### config.mk
export PLATFORM = sky130hd
export DESIGN_NAME = gccr_top
export DESIGN_NICKNAME = d
export VERILOG_FILES = /design/src/gccr_pkg.sv /design/src/gccr_top.sv
export SDC_FILE = /design/constraint.sdc
export NUM_CORES = 1
export LEC_CHECK = 0
export BUFFER_PORTS_ARGS = -buffer_cell sky130_fd_sc_hd__buf_2
export CORE_ASPECT_RATIO = 0.7
export CORE_MARGIN = 3
export CORE_UTILIZATION = 55
export CTS_BUF_LIST = sky130_fd_sc_hd__clkbuf_16
export DETAILED_ROUTE_END_ITERATION = 8
export GPL_ROUTABILITY_DRIVEN = 0
export PLACE_DENSITY = 0.83
export SLEW_MARGIN = 15
export SYNTH_ARGS = -nofsm -noshare
export SYNTH_HDL_FRONTEND = slang
export SYNTH_HIERARCHICAL = 1
export SYNTH_SLANG_ARGS = --single-unit
### constraint.sdc
create_clock -name aclk -period 6.3 [get_ports aclk]
set_clock_uncertainty 0.2 [all_clocks]
set_input_delay 1.89 -clock aclk [delete_from_list [all_inputs] [get_ports aclk]]
set_output_delay 1.89 -clock aclk [all_outputs]
set_load 0.02 [all_outputs]
### src/gccr_pkg.sv
// Constants, register map and field layouts of the config registers
package gccr_pkg;

	// Register indices as printed; byte address is four times the index
	localparam logic [7:0] IDX_ID_AND_COMMAND = 8'h00;
	localparam logic [7:0] IDX_GENERAL_CONFIG = 8'h02;
	localparam logic [7:0] ADDR_ID_AND_COMMAND = 8'(IDX_ID_AND_COMMAND * 4);
	localparam logic [7:0] ADDR_GENERAL_CONFIG = 8'(IDX_GENERAL_CONFIG * 4);
	localparam logic [7:0] ADDR_TIMER = 8'h10;
	localparam logic [7:0] ADDR_STAMP = 8'h14;
	localparam logic [7:0] ADDR_STATUS = 8'h18;
	localparam logic [7:0] ADDR_SBW_MASK = 8'h1c;

	// Command bit positions
	localparam int CMD_TOKEN_LAUNCH = 0;
	localparam int CMD_WATCHDOG_RESTART = 1;
	localparam int CMD_SOFT_RESET = 2;

	// Status bit positions
	localparam int ST_WD_ALARM = 0;
	localparam int ST_CLOCK_LOST = 1;
	localparam int ST_TOKEN_HELD = 2;
	localparam int ST_SECOND_SYNC = 3;

	// Identification fields, values arbitrary
	localparam logic [3:0] ID_VERSION = 4'h1;
	localparam logic [3:0] ID_REVISION = 4'h2;
	localparam logic [3:0] ID_FOUNDRY = 4'h3;
	localparam logic [3:0] ID_TYPE = 4'h4;

	localparam logic [15:0] GCR_RESET = 16'h0000;
	localparam logic [15:0] TIMER_RESET = 16'h0010;
	localparam logic [15:0] SBW_MASK_RESET = 16'h0000;

	// Timing
	localparam longint CLK_HZ = 250000000;
	localparam longint QUARTER_MS = 250;
	localparam longint QUARTER_CYCLES = QUARTER_MS * CLK_HZ / 1000;
	localparam longint DATA_CLOCK_OUT_FAST_KHZ = 4096;
	localparam longint DATA_CLOCK_OUT_SLOW_KHZ = 2048;
	localparam logic [31:0] DATA_CLOCK_OUT_INC_FAST = 32'((DATA_CLOCK_OUT_FAST_KHZ * 1000 * 64'h100000000) / CLK_HZ);
	localparam logic [31:0] DATA_CLOCK_OUT_INC_SLOW = 32'((DATA_CLOCK_OUT_SLOW_KHZ * 1000 * 64'h100000000) / CLK_HZ);
	localparam logic [5:0] VCXO_DIV_SET = 6'h20;
	localparam logic [5:0] VCXO_DIV_CLR = 6'h1e;

	localparam logic [1:0] RESP_OKAY = 2'h0;
	localparam logic [1:0] RESP_SLVERR = 2'h2;

	localparam int SBW_CHANNELS = 16;

	typedef enum logic [1:0] {
		SYNC_SY,
		SYNC_GCI,
		SYNC_VSTAR,
		SYNC_UNUSED
	} gccr_sync_t;

	// General configuration word, bit 15 first
	typedef struct packed {
		logic six_bit_word_enable;
		logic mem_bus_drive_idle;
		logic frame_half_bit_advance;
		logic single_clock;
		logic second_sync_active;
		logic select_second_sync;
		logic clock_supervision_off;
		logic high_bit_clock_sel;
		gccr_sync_t sync_format_sel;
		logic tx_hdlc_to_matrix_seven;
		logic ext_vcxo_divide_sel;
		logic time_stamp_enable;
		logic token_ring_disable;
		logic priority_mem_hold;
		logic watchdog_disable;
	} gccr_cfg_t;

	// Six-bit word report toward shared memory
	typedef struct packed {
		logic valid;
		logic [3:0] channel;
		logic [5:0] word;
	} gccr_sbw_t;

endpackage : gccr_pkg

### src/gccr_top.sv
// Global identification, command and configuration registers with AXI4-Lite access
// Behaviour
// - Id read returns version, revision, foundry, type; reset leaves it.
// - Writing command bit 0 launches a token pulse on the token output.
// - Writing command bit 1 clears the watchdog counter.
// - Writing command bit 2 resets the device like the reset pin, except the bus handshake.
// - The three command bits are self-clearing pulses after each write.
// - Watchdog alarm stays low when disabled, else rises on timer expiry.
// - Priority hold set: an arriving token is captured and kept.
// - Priority hold clear: one memory access per token, then pass it on.
// - Token ring disabled: tokens destroyed, nothing emitted, no memory access.
// - Stamp enabled: binary down-counter 65535 to 0, one step each 250ms.
// - Stamp disabled: decimal counter forms the watchdog with the timer register.
// - VCXO divider ratio is 32 when set, 30 when clear.
// - Matrix input seven takes transmit HDLC when set, serial pin otherwise.
// - Two format bits select SY, GCI, V-star or unused frame sync.
// - High bit clock bit says incoming clock is 8192kHz or 4096kHz.
// - Supervision on: clock-loss pin rises 250ms after clock loss; else masked.
// - Host requests clock pair by select bit; read-only bit shows actual pair.
// - Single clock bit sets data clock output to 2048kHz or 4096kHz.
// - Frame advance bit shifts both frame syncs by half a bit.
// - Memory bus drive bit keeps bus driven between cycles, else released.
// - Six-bit word stored, interrupt raised, when received twice alike.
//
// The AXI4-Lite slave port was left to the implementer.

module gccr_pin_sync (
	input wire logic aclk,
	input wire logic rst,
	input wire logic pin,
	output logic level
);
	logic s1_reg, s2_reg, s3_reg;

	always_ff @(posedge aclk) begin
		s1_reg <= pin;
		s2_reg <= s1_reg;
		s3_reg <= s2_reg;
	end

	// Change taken only once two stages agree, rejects single-cycle glitches
	always_ff @(posedge aclk) begin
		if (rst) begin
			level <= 1'b0;
		end else if (s2_reg == s3_reg) begin
			level <= s3_reg;
		end
	end
endmodule : gccr_pin_sync

module gccr_top #(
	parameter longint QUARTER_SEC_CYCLES = gccr_pkg::QUARTER_CYCLES
) (
	input wire logic aclk,
	input wire logic aresetn,
	input wire logic [7:0] s_axi_awaddr,
	input wire logic s_axi_awvalid,
	output logic s_axi_awready,
	input wire logic [31:0] s_axi_wdata,
	input wire logic [3:0] s_axi_wstrb,
	input wire logic s_axi_wvalid,
	output logic s_axi_wready,
	output logic [1:0] s_axi_bresp,
	output logic s_axi_bvalid,
	input wire logic s_axi_bready,
	input wire logic [7:0] s_axi_araddr,
	input wire logic s_axi_arvalid,
	output logic s_axi_arready,
	output logic [31:0] s_axi_rdata,
	output logic [1:0] s_axi_rresp,
	output logic s_axi_rvalid,
	input wire logic s_axi_rready,
	input wire logic token_in_pin,
	output logic token_out_pin,
	input wire logic mem_access_req,
	input wire logic mem_access_done,
	output logic mem_grant,
	input wire logic mem_cycle_active,
	output logic mem_bus_oe_n,
	output logic watchdog_alarm_out,
	input wire logic clock_a_pin,
	input wire logic clock_b_pin,
	output logic clock_loss_irq,
	output logic data_clock_out,
	input wire logic vcxo_ref_tick,
	output logic vcxo_sync_pulse,
	input wire logic tx_hdlc_bit,
	input wire logic serial_input_seven,
	output logic matrix_in_seven,
	input wire logic [5:0] sbw_word_in,
	input wire logic [3:0] sbw_chan_in,
	input wire logic sbw_valid_in,
	output gccr_pkg::gccr_sbw_t sbw_store,
	output logic sbw_irq,
	output gccr_pkg::gccr_cfg_t cfg_out,
	output logic device_reset_out
);
	localparam logic [31:0] QCYC = 32'(QUARTER_SEC_CYCLES - 1);

	logic rst;
	logic soft_reset_reg;
	gccr_pkg::gccr_cfg_t cfg_reg;
	logic [15:0] timer_reg;
	logic [15:0] sbw_mask_reg;
	logic [2:0] cmd_pulse_reg;
	logic [15:0] stamp_reg;
	logic [31:0] quarter_cnt_reg;
	logic quarter_tick;
	logic wd_alarm_reg;
	logic token_held_reg;
	logic token_lvl, token_lvl_d_reg, token_arrive;
	logic clk_a_lvl, clk_b_lvl, serial7_lvl;
	logic sel_lvl, sel_lvl_d_reg;
	logic [31:0] loss_cnt_reg;
	logic clock_lost_reg;
	logic second_active_reg;
	logic [31:0] data_clock_out_acc_reg;
	logic [5:0] vcxo_cnt_reg;
	logic [5:0] sbw_last [gccr_pkg::SBW_CHANNELS];
	logic [gccr_pkg::SBW_CHANNELS-1:0] sbw_seen_reg, sbw_stored_reg;
	logic aw_got_reg, w_got_reg;
	logic [7:0] aw_addr_reg;
	logic [31:0] w_data_reg;
	logic [3:0] w_strb_reg;
	logic wr_fire;
	logic [15:0] id_code;

	// Soft reset acts on everything but the bus handshake, so its write still completes
	assign rst = !aresetn || soft_reset_reg;
	assign device_reset_out = rst;
	assign id_code = {gccr_pkg::ID_TYPE, gccr_pkg::ID_FOUNDRY,
		gccr_pkg::ID_REVISION, gccr_pkg::ID_VERSION};

	// Write channel: address and data in either order, response after both
	assign s_axi_awready = !aw_got_reg && !s_axi_bvalid;
	assign s_axi_wready = !w_got_reg && !s_axi_bvalid;
	assign wr_fire = aw_got_reg && w_got_reg && !s_axi_bvalid;

	always_ff @(posedge aclk) begin
		if (!aresetn) begin
			aw_got_reg <= 1'b0;
			w_got_reg <= 1'b0;
			aw_addr_reg <= 8'h00;
			w_data_reg <= 32'h00000000;
			w_strb_reg <= 4'h0;
			s_axi_bvalid <= 1'b0;
			s_axi_bresp <= gccr_pkg::RESP_OKAY;
		end else begin
			if (s_axi_awvalid && s_axi_awready) begin
				aw_got_reg <= 1'b1;
				aw_addr_reg <= s_axi_awaddr;
			end
			if (s_axi_wvalid && s_axi_wready) begin
				w_got_reg <= 1'b1;
				w_data_reg <= s_axi_wdata;
				w_strb_reg <= s_axi_wstrb;
			end
			if (wr_fire) begin
				aw_got_reg <= 1'b0;
				w_got_reg <= 1'b0;
				s_axi_bvalid <= 1'b1;
				case (aw_addr_reg)
					gccr_pkg::ADDR_ID_AND_COMMAND, gccr_pkg::ADDR_GENERAL_CONFIG,
					gccr_pkg::ADDR_TIMER, gccr_pkg::ADDR_STAMP,
					gccr_pkg::ADDR_STATUS, gccr_pkg::ADDR_SBW_MASK: begin
						s_axi_bresp <= gccr_pkg::RESP_OKAY;
					end
					default: begin
						s_axi_bresp <= gccr_pkg::RESP_SLVERR;
					end
				endcase
			end else if (s_axi_bvalid && s_axi_bready) begin
				s_axi_bvalid <= 1'b0;
			end
		end
	end

	// Command bits live one cycle only and never read back
	always_ff @(posedge aclk) begin
		if (rst) begin
			cmd_pulse_reg <= 3'h0;
		end else if (wr_fire && aw_addr_reg == gccr_pkg::ADDR_ID_AND_COMMAND && w_strb_reg[0]) begin
			cmd_pulse_reg <= w_data_reg[2:0];
		end else begin
			cmd_pulse_reg <= 3'h0;
		end
	end

	always_ff @(posedge aclk) begin
		if (!aresetn) begin
			soft_reset_reg <= 1'b0;
		end else begin
			soft_reset_reg <= cmd_pulse_reg[gccr_pkg::CMD_SOFT_RESET];
		end
	end

	// Configuration and own registers
	always_ff @(posedge aclk) begin
		if (rst) begin
			cfg_reg <= gccr_pkg::GCR_RESET;
			timer_reg <= gccr_pkg::TIMER_RESET;
			sbw_mask_reg <= gccr_pkg::SBW_MASK_RESET;
		end else if (wr_fire) begin
			case (aw_addr_reg)
				gccr_pkg::ADDR_GENERAL_CONFIG: begin
					if (w_strb_reg[0]) cfg_reg[7:0] <= w_data_reg[7:0];
					if (w_strb_reg[1]) cfg_reg[15:8] <= w_data_reg[15:8];
				end
				gccr_pkg::ADDR_TIMER: begin
					if (w_strb_reg[0]) timer_reg[7:0] <= w_data_reg[7:0];
					if (w_strb_reg[1]) timer_reg[15:8] <= w_data_reg[15:8];
				end
				gccr_pkg::ADDR_SBW_MASK: begin
					if (w_strb_reg[0]) sbw_mask_reg[7:0] <= w_data_reg[7:0];
					if (w_strb_reg[1]) sbw_mask_reg[15:8] <= w_data_reg[15:8];
				end
				default: begin
				end
			endcase
		end
	end

	// Read channel, one cycle from address to data
	assign s_axi_arready = !s_axi_rvalid;

	always_ff @(posedge aclk) begin
		if (!aresetn) begin
			s_axi_rvalid <= 1'b0;
			s_axi_rdata <= 32'h00000000;
			s_axi_rresp <= gccr_pkg::RESP_OKAY;
		end else if (s_axi_arvalid && s_axi_arready) begin
			s_axi_rvalid <= 1'b1;
			s_axi_rresp <= gccr_pkg::RESP_OKAY;
			case (s_axi_araddr)
				gccr_pkg::ADDR_ID_AND_COMMAND: s_axi_rdata <= {16'h0000, id_code};
				gccr_pkg::ADDR_GENERAL_CONFIG: s_axi_rdata <= {16'h0000, cfg_out};
				gccr_pkg::ADDR_TIMER: s_axi_rdata <= {16'h0000, timer_reg};
				gccr_pkg::ADDR_STAMP: s_axi_rdata <= {16'h0000, stamp_reg};
				gccr_pkg::ADDR_STATUS: begin
					s_axi_rdata <= 32'h00000000;
					s_axi_rdata[gccr_pkg::ST_WD_ALARM] <= wd_alarm_reg;
					s_axi_rdata[gccr_pkg::ST_CLOCK_LOST] <= clock_lost_reg;
					s_axi_rdata[gccr_pkg::ST_TOKEN_HELD] <= token_held_reg;
					s_axi_rdata[gccr_pkg::ST_SECOND_SYNC] <= second_active_reg;
				end
				gccr_pkg::ADDR_SBW_MASK: s_axi_rdata <= {16'h0000, sbw_mask_reg};
				default: begin
					s_axi_rdata <= 32'h00000000;
					s_axi_rresp <= gccr_pkg::RESP_SLVERR;
				end
			endcase
		end else if (s_axi_rready) begin
			s_axi_rvalid <= 1'b0;
		end
	end

	// Configuration outputs; the read-only field shows the pair actually in use
	always_comb begin
		cfg_out = cfg_reg;
		cfg_out.second_sync_active = second_active_reg;
	end

	// Quarter-second time base
	always_ff @(posedge aclk) begin
		if (rst || quarter_cnt_reg == QCYC) begin
			quarter_cnt_reg <= 32'h00000000;
		end else begin
			quarter_cnt_reg <= quarter_cnt_reg + 32'h00000001;
		end
	end
	assign quarter_tick = (quarter_cnt_reg == QCYC);

	// Decimal increment of four digits
	function automatic logic [15:0] bcd_inc(input logic [15:0] v);
		logic [15:0] r;
		logic carry;
		r = v;
		carry = 1'b1;
		for (int i = 0; i < 4; i++) begin
			if (carry) begin
				if (r[i*4 +: 4] == 4'h9) begin
					r[i*4 +: 4] = 4'h0;
				end else begin
					r[i*4 +: 4] = r[i*4 +: 4] + 4'h1;
					carry = 1'b0;
				end
			end
		end
		return r;
	endfunction : bcd_inc

	// Stamp counter, binary down or decimal watchdog count
	always_ff @(posedge aclk) begin
		if (rst) begin
			stamp_reg <= 16'h0000;
		end else if (cfg_reg.time_stamp_enable) begin
			if (quarter_tick) begin
				stamp_reg <= stamp_reg - 16'h0001;
			end
		end else if (cmd_pulse_reg[gccr_pkg::CMD_WATCHDOG_RESTART]) begin
			stamp_reg <= 16'h0000;
		end else if (quarter_tick && stamp_reg != timer_reg) begin
			stamp_reg <= bcd_inc(stamp_reg);
		end
	end

	// Alarm holds once set; a restart loses to the still-equal count and clears it only when the count differs; disable, stamp mode or reset clear it
	always_ff @(posedge aclk) begin
		if (rst || cfg_reg.watchdog_disable || cfg_reg.time_stamp_enable) begin
			wd_alarm_reg <= 1'b0;
		end else if (stamp_reg == timer_reg) begin
			wd_alarm_reg <= 1'b1;
		end else if (cmd_pulse_reg[gccr_pkg::CMD_WATCHDOG_RESTART]) begin
			wd_alarm_reg <= 1'b0;
		end
	end
	assign watchdog_alarm_out = wd_alarm_reg;

	// Pin inputs
	gccr_pin_sync u_sync_token (.aclk(aclk), .rst(rst), .pin(token_in_pin), .level(token_lvl));
	gccr_pin_sync u_sync_clka (.aclk(aclk), .rst(rst), .pin(clock_a_pin), .level(clk_a_lvl));
	gccr_pin_sync u_sync_clkb (.aclk(aclk), .rst(rst), .pin(clock_b_pin), .level(clk_b_lvl));
	gccr_pin_sync u_sync_serial_input_seven (.aclk(aclk), .rst(rst), .pin(serial_input_seven),
		.level(serial7_lvl));

	always_ff @(posedge aclk) begin
		if (rst) begin
			token_lvl_d_reg <= 1'b0;
		end else begin
			token_lvl_d_reg <= token_lvl;
		end
	end
	assign token_arrive = token_lvl && !token_lvl_d_reg;

	// Token ring: hold, pass after one access, or destroy when disabled
	always_ff @(posedge aclk) begin
		if (rst) begin
			token_held_reg <= 1'b0;
			token_out_pin <= 1'b0;
		end else begin
			token_out_pin <= 1'b0;
			if (cfg_reg.token_ring_disable) begin
				token_held_reg <= 1'b0;
			end else if (cmd_pulse_reg[gccr_pkg::CMD_TOKEN_LAUNCH]) begin
				token_out_pin <= 1'b1;
			end else if (token_arrive) begin
				token_held_reg <= 1'b1;
			end else if (token_held_reg && !cfg_reg.priority_mem_hold && mem_access_done) begin
				token_held_reg <= 1'b0;
				token_out_pin <= 1'b1;
			end
		end
	end

	// Access only with token and ring enabled
	assign mem_grant = token_held_reg && mem_access_req && !cfg_reg.token_ring_disable;

	// Low enable drives the bus
	always_ff @(posedge aclk) begin
		if (rst) begin
			mem_bus_oe_n <= 1'b1;
		end else begin
			mem_bus_oe_n <= !(mem_cycle_active || cfg_reg.mem_bus_drive_idle);
		end
	end

	// Clock supervision on the selected pair
	assign sel_lvl = second_active_reg ? clk_b_lvl : clk_a_lvl;

	always_ff @(posedge aclk) begin
		if (rst) begin
			sel_lvl_d_reg <= 1'b0;
			loss_cnt_reg <= 32'h00000000;
			clock_lost_reg <= 1'b0;
		end else begin
			sel_lvl_d_reg <= sel_lvl;
			if (sel_lvl != sel_lvl_d_reg) begin
				loss_cnt_reg <= 32'h00000000;
				clock_lost_reg <= 1'b0;
			end else if (loss_cnt_reg == QCYC) begin
				clock_lost_reg <= 1'b1;
			end else begin
				loss_cnt_reg <= loss_cnt_reg + 32'h00000001;
			end
		end
	end

	always_ff @(posedge aclk) begin
		if (rst) begin
			clock_loss_irq <= 1'b0;
		end else begin
			clock_loss_irq <= clock_lost_reg && !cfg_reg.clock_supervision_off;
		end
	end

	// Pair switch follows the request one cycle later
	always_ff @(posedge aclk) begin
		if (rst) begin
			second_active_reg <= 1'b0;
		end else begin
			second_active_reg <= cfg_reg.select_second_sync;
		end
	end

	// Data clock from a phase accumulator; 250MHz has no integer ratio to it
	always_ff @(posedge aclk) begin
		if (rst) begin
			data_clock_out_acc_reg <= 32'h00000000;
		end else begin
			data_clock_out_acc_reg <= data_clock_out_acc_reg + (cfg_reg.single_clock ?
				gccr_pkg::DATA_CLOCK_OUT_INC_SLOW : gccr_pkg::DATA_CLOCK_OUT_INC_FAST);
		end
	end
	assign data_clock_out = data_clock_out_acc_reg[31];

	// VCXO synchronisation divider
	always_ff @(posedge aclk) begin
		if (rst) begin
			vcxo_cnt_reg <= 6'h00;
			vcxo_sync_pulse <= 1'b0;
		end else begin
			vcxo_sync_pulse <= 1'b0;
			if (vcxo_ref_tick) begin
				if (vcxo_cnt_reg >= (cfg_reg.ext_vcxo_divide_sel ?
					gccr_pkg::VCXO_DIV_SET : gccr_pkg::VCXO_DIV_CLR) - 6'h01) begin
					vcxo_cnt_reg <= 6'h00;
					vcxo_sync_pulse <= 1'b1;
				end else begin
					vcxo_cnt_reg <= vcxo_cnt_reg + 6'h01;
				end
			end
		end
	end

	always_ff @(posedge aclk) begin
		if (rst) begin
			matrix_in_seven <= 1'b0;
		end else begin
			matrix_in_seven <= cfg_reg.tx_hdlc_to_matrix_seven ? tx_hdlc_bit : serial7_lvl;
		end
	end

	// Six-bit word: stored once per new word seen twice in a row
	always_ff @(posedge aclk) begin
		if (rst) begin
			sbw_seen_reg <= '0;
			sbw_stored_reg <= '0;
			sbw_store <= '0;
			sbw_irq <= 1'b0;
			for (int i = 0; i < gccr_pkg::SBW_CHANNELS; i++) begin
				sbw_last[i] <= 6'h00;
			end
		end else begin
			sbw_store.valid <= 1'b0;
			sbw_irq <= 1'b0;
			if (!cfg_reg.six_bit_word_enable) begin
				sbw_seen_reg <= '0;
				sbw_stored_reg <= '0;
			end else if (sbw_valid_in) begin
				sbw_last[sbw_chan_in] <= sbw_word_in;
				sbw_seen_reg[sbw_chan_in] <= 1'b1;
				if (sbw_seen_reg[sbw_chan_in] && sbw_last[sbw_chan_in] == sbw_word_in) begin
					if (!sbw_stored_reg[sbw_chan_in]) begin
						sbw_stored_reg[sbw_chan_in] <= 1'b1;
						sbw_store.valid <= 1'b1;
						sbw_store.channel <= sbw_chan_in;
						sbw_store.word <= sbw_word_in;
						sbw_irq <= !sbw_mask_reg[sbw_chan_in];
					end
				end else begin
					sbw_stored_reg[sbw_chan_in] <= 1'b0;
				end
			end
		end
	end

endmodule : gccr_top

==> metrics.md <==
| Metric | Value |
|---|---|
| Outcome | finished clean |
| Required time of the worst setup path | 6.56 ns |
| Final wirelength | between 40000 and 50000 µm |
| DRT iter0 DRCs | ~1700 |
| Horiz. Die Dim | ~220 µm |
| Buffers on Ports | 120 |
| Max-cap violations | 0 |
| Cell family with the largest share of critical-path delay | multiplexers |
| Top achievable clock speed | 0.206 GHz |
| Height of the die | approximately 160 µm |
| Top fanout value on the critical path | 30 |
| Total count of max-transition violations in the final report | 0 |
| Global route total overflow | 0 |
| # clock sinks | 382 |
| DP Wirelength | between 30000 and 40000 µm |
| Synthesis-stage register bit count | around 380 |
| Largest register FFs | between 90 and 100 |
| Initial Utilization | between 50% and 60% |
| Top FF cell, synth | sky130_fd_sc_hd__dfxtp_1 |
| Relative slew margins | around a quarter |
| Endpoint of the lowest-slack register-to-register path | data_clock_out_acc_reg[22] |
| Library cell appearing most often on the critical path | sky130_fd_sc_hd__mux4_2 |
| R2R depth | 9 |
| Top cell type's share of synthesized area | approximately 32% |
| Final standard cell area without fillers | ~20000 µm² |
| Register-to-register setup slack | around 2.4 ns |
| Number of instances in the placed design | 2279 |
| Worst path arrival time | between 5 and 6 ns |
| Area of the die | 34500 µm² |
| Hold WC Path Type | register to register |
| Maximum clock path buffer count | 3 |
| Fraction of registers with async set or reset after synthesis | 0% |
| Row cnt | between 50 and 60 |
| Startpoint type of the worst setup path | primary input |
| Worst hold-check slack | approximately 0.13 ns |
| Cell at the slowest stage of the critical path | sky130_fd_sc_hd__buf_2 |
| Total standard cell area after synthesis | around 18000 µm² |
| Setup Total Neg Slack | 0 ns |
| Wire length of the first global-routing pass | about 70000 µm |
| TritonCTS buffer count | 38 |
| Hold Path Cell Cnt | 0 |
| Number of nets in the finished design | between 2000 and 2500 |
| Count of pins on the block boundary | 157 |
| Vias in the first global route | between 10000 and 15000 |
| Hold_buf cts | 0 |
| Cells after synthesis | 1835 |
| RSZ-0062 raised after global routing | no |
| Total track usage | between 20 and 30% |
| Ranking of synthesized cells by instance count | 286 x sky130_fd_sc_hd__dfxtp_1, 241 x sky130_fd_sc_hd__nor2_1, 178 x sky130_fd_sc_hd__nand2_1 |
| Worst path cell trace | buf_2 -> mux4_2 -> mux4_2 -> nor3_2 -> and4bb_1 -> mux2i_1 |
| Worst flop-to-flop path startpoint | cfg_out[12] |
| Dpl ws | ~0.86 ns |
| Crit path capture type | register |
| Top-count cell post-synth | sky130_fd_sc_hd__dfxtp_1 |
| Diodes inserted | 0 |
| Power density relative to cell area | approximately 280 nW/µm² |
| Transition time of the tightest slew-check pin | 1.14 ns |
| Buf+Inv Stages, Crit Path | 1 |
| Hold worst-path end | u_sync_token/s2_reg |
| EDFF count, synth | 96 |
| Number of failing setup endpoints in the final timing report | 0 |
| Ratio of cells with drive above 1 in the final layout | about an eighth |
| Final worst path period need | around 5 ns |
| Final hold violation count | 0 |
| Clock tree from TritonCTS | yes |
| Clock root buffer | sky130_fd_sc_hd__clkbuf_16 |
| Synthesis warning total | 6 |
| Leakage | about 7.6 nW |
| Resized cells post-CTS | 0 |
| Area delta synth->final | 10.9% |
| Post-place instance area | roughly 18000 µm² |
| Largest net degree at the start of global routing | 89 |
| Yosys cell types | 80 |
| Peak supply drop | ~0.00023 V |
| Initial antenna violation count | 0 |
| Share of the clock period used by the worst path after layout | a little under 80% |
| Clock latency on the worst-skew pair | about 0.54 ns |
| Biggest area consumer among synthesized cells | sky130_fd_sc_hd__dfxtp_1 |
| Critical path type | primary input to register |
| Vias per cell | about 6 |
| Antenna violation net count after detailed routing | 0 |
| Delay contributed by the slowest stage of the critical path | between 0.7 and 0.8 ns |
| Vias post-DR | ~14000 |
| Dominant cells by area after synthesis | sky130_fd_sc_hd__dfxtp_1 32%, sky130_fd_sc_hd__edfxtp_1 16%, sky130_fd_sc_hd__nor2_1 5.1% |
| Post-synthesis sequential area ratio | slightly below 50% |
| Clock Pin Slew Worst Setup and Hold Paths | 0.06 ns |
| Remaining routing DRC violations | 0 |
| Worst min-delay path startpoint | u_sync_token/s1_reg |
| Setup slack after layout | approximately 1.4 ns |
| Final routed wire length divided by cell count | around 19 µm |
| Drt first pass iters | 6 |
| Core outline area | 31500 µm² |
| H-tree levels | 2 |
| Number of setup buffers added after CTS | 0 |
| Synthesized area per cell | between 9 and 10 µm² |
| Layout Cells excl Fill | between 2000 and 2500 |
## worst register-to-register path, stage by stage (launching register included)
cell and delay [ns]:
sky130_fd_sc_hd__dfxtp_1 0.72, sky130_fd_sc_hd__inv_1 0.36, sky130_fd_sc_hd__fa_1 0.55, sky130_fd_sc_hd__and2_1 0.22
sky130_fd_sc_hd__o21ai_0 0.22, sky130_fd_sc_hd__a21oi_1 0.16, sky130_fd_sc_hd__o21ai_0 0.63, sky130_fd_sc_hd__o21ai_0 0.35
sky130_fd_sc_hd__xnor2_1 0.28, sky130_fd_sc_hd__nor2_1 0.06
## worst max-delay path by stage
stage | endpoint | depth (start not counted) | slack (ns) | startpoint
2_1_floorplan | device_reset_out | 4 | 1.46 | aresetn
3_3_place_gp | sbw_store[5] | 6 | 1.03 | sbw_chan_in[0]
3_5_place_dp | sbw_store[2] | 6 | 0.86 | sbw_chan_in[0]
4_1_cts | sbw_store[2] | 6 | 1.44 | sbw_chan_in[0]
5_1_grt | sbw_store[4] | 6 | 1.26 | sbw_chan_in[0]
6_report | sbw_store[2] | 6 | 1.44 | sbw_chan_in[0]
## power breakdown
| group | internal, mW | switching (mW) |
|---|---|---|
| sequential | 2.60 | 0.0648 |
| combinational | 0.194 | 0.322 |
| clock | 1.27 | 0.964 |
| total | 4.06 | 1.35 |
## final cells by class
class / instances / area, µm²
timing repair buffer: 132 / 691
sequential: 382 / 8610
inverter: 46 / 173
clock inverter: 28 / 200
clock buffer: 41 / 1030
fill: 2568 / 11800
tap: 420 / 526
multi-input combinational: 1299 / 8440
## layout by cell type, fill, tap and decap left out, types with 26 or more instances in the layout
| master | count |
|---|---|
| sky130_fd_sc_hd__a21boi_0 | 28 |
| sky130_fd_sc_hd__a21oi_1 | 69 |
| sky130_fd_sc_hd__and2_1 | 60 |
| sky130_fd_sc_hd__buf_2 | 120 |
| sky130_fd_sc_hd__clkbuf_16 | 41 |
| sky130_fd_sc_hd__dfxtp_1 | 286 |
| sky130_fd_sc_hd__edfxtp_1 | 96 |
| sky130_fd_sc_hd__ha_1 | 28 |
| sky130_fd_sc_hd__inv_1 | 48 |
| sky130_fd_sc_hd__mux2i_1 | 83 |
| sky130_fd_sc_hd__mux4_2 | 39 |
| sky130_fd_sc_hd__nand2_1 | 177 |
| sky130_fd_sc_hd__nand3_1 | 40 |
| sky130_fd_sc_hd__nand4_1 | 26 |
| sky130_fd_sc_hd__nor2_1 | 241 |
| sky130_fd_sc_hd__nor3_1 | 89 |
| sky130_fd_sc_hd__o21ai_0 | 77 |
| sky130_fd_sc_hd__xnor2_1 | 42 |
| sky130_fd_sc_hd__xor2_1 | 60 |
## stage by stage
step	util, %	power, mW
final	62.5	5.41
after global routing	62.5	5.61
after CTS	62.4	5.43
after detailed placement	58.5	3.22
after global placement	58.5	3.19
after floorplan	-	3.09
## cell families after synthesis
family | share of synthesized area, %
buffers and inverters | 4.34
xor gates and xnor gates | 5.04
other | 0.0211
and+or+nand+nor | 19.6
muxes | 10.2
DFF | 48.5
adders and majority gates | 2.09
AOI/OAI and AO/OA | 10.2
## metal layers
layer / up-vias / wire length, µm / GRT usage (%)
met5: - / 0 / 0
met4: 0 / 1240 / 8.01
met3: 86 / 4170 / 4.70
met2: 666 / 19100 / 38.2
met1: 6734 / 19700 / 37.4
li1: 6589 / - / -
Note: power is estimated with default switching activity, not from simulation.
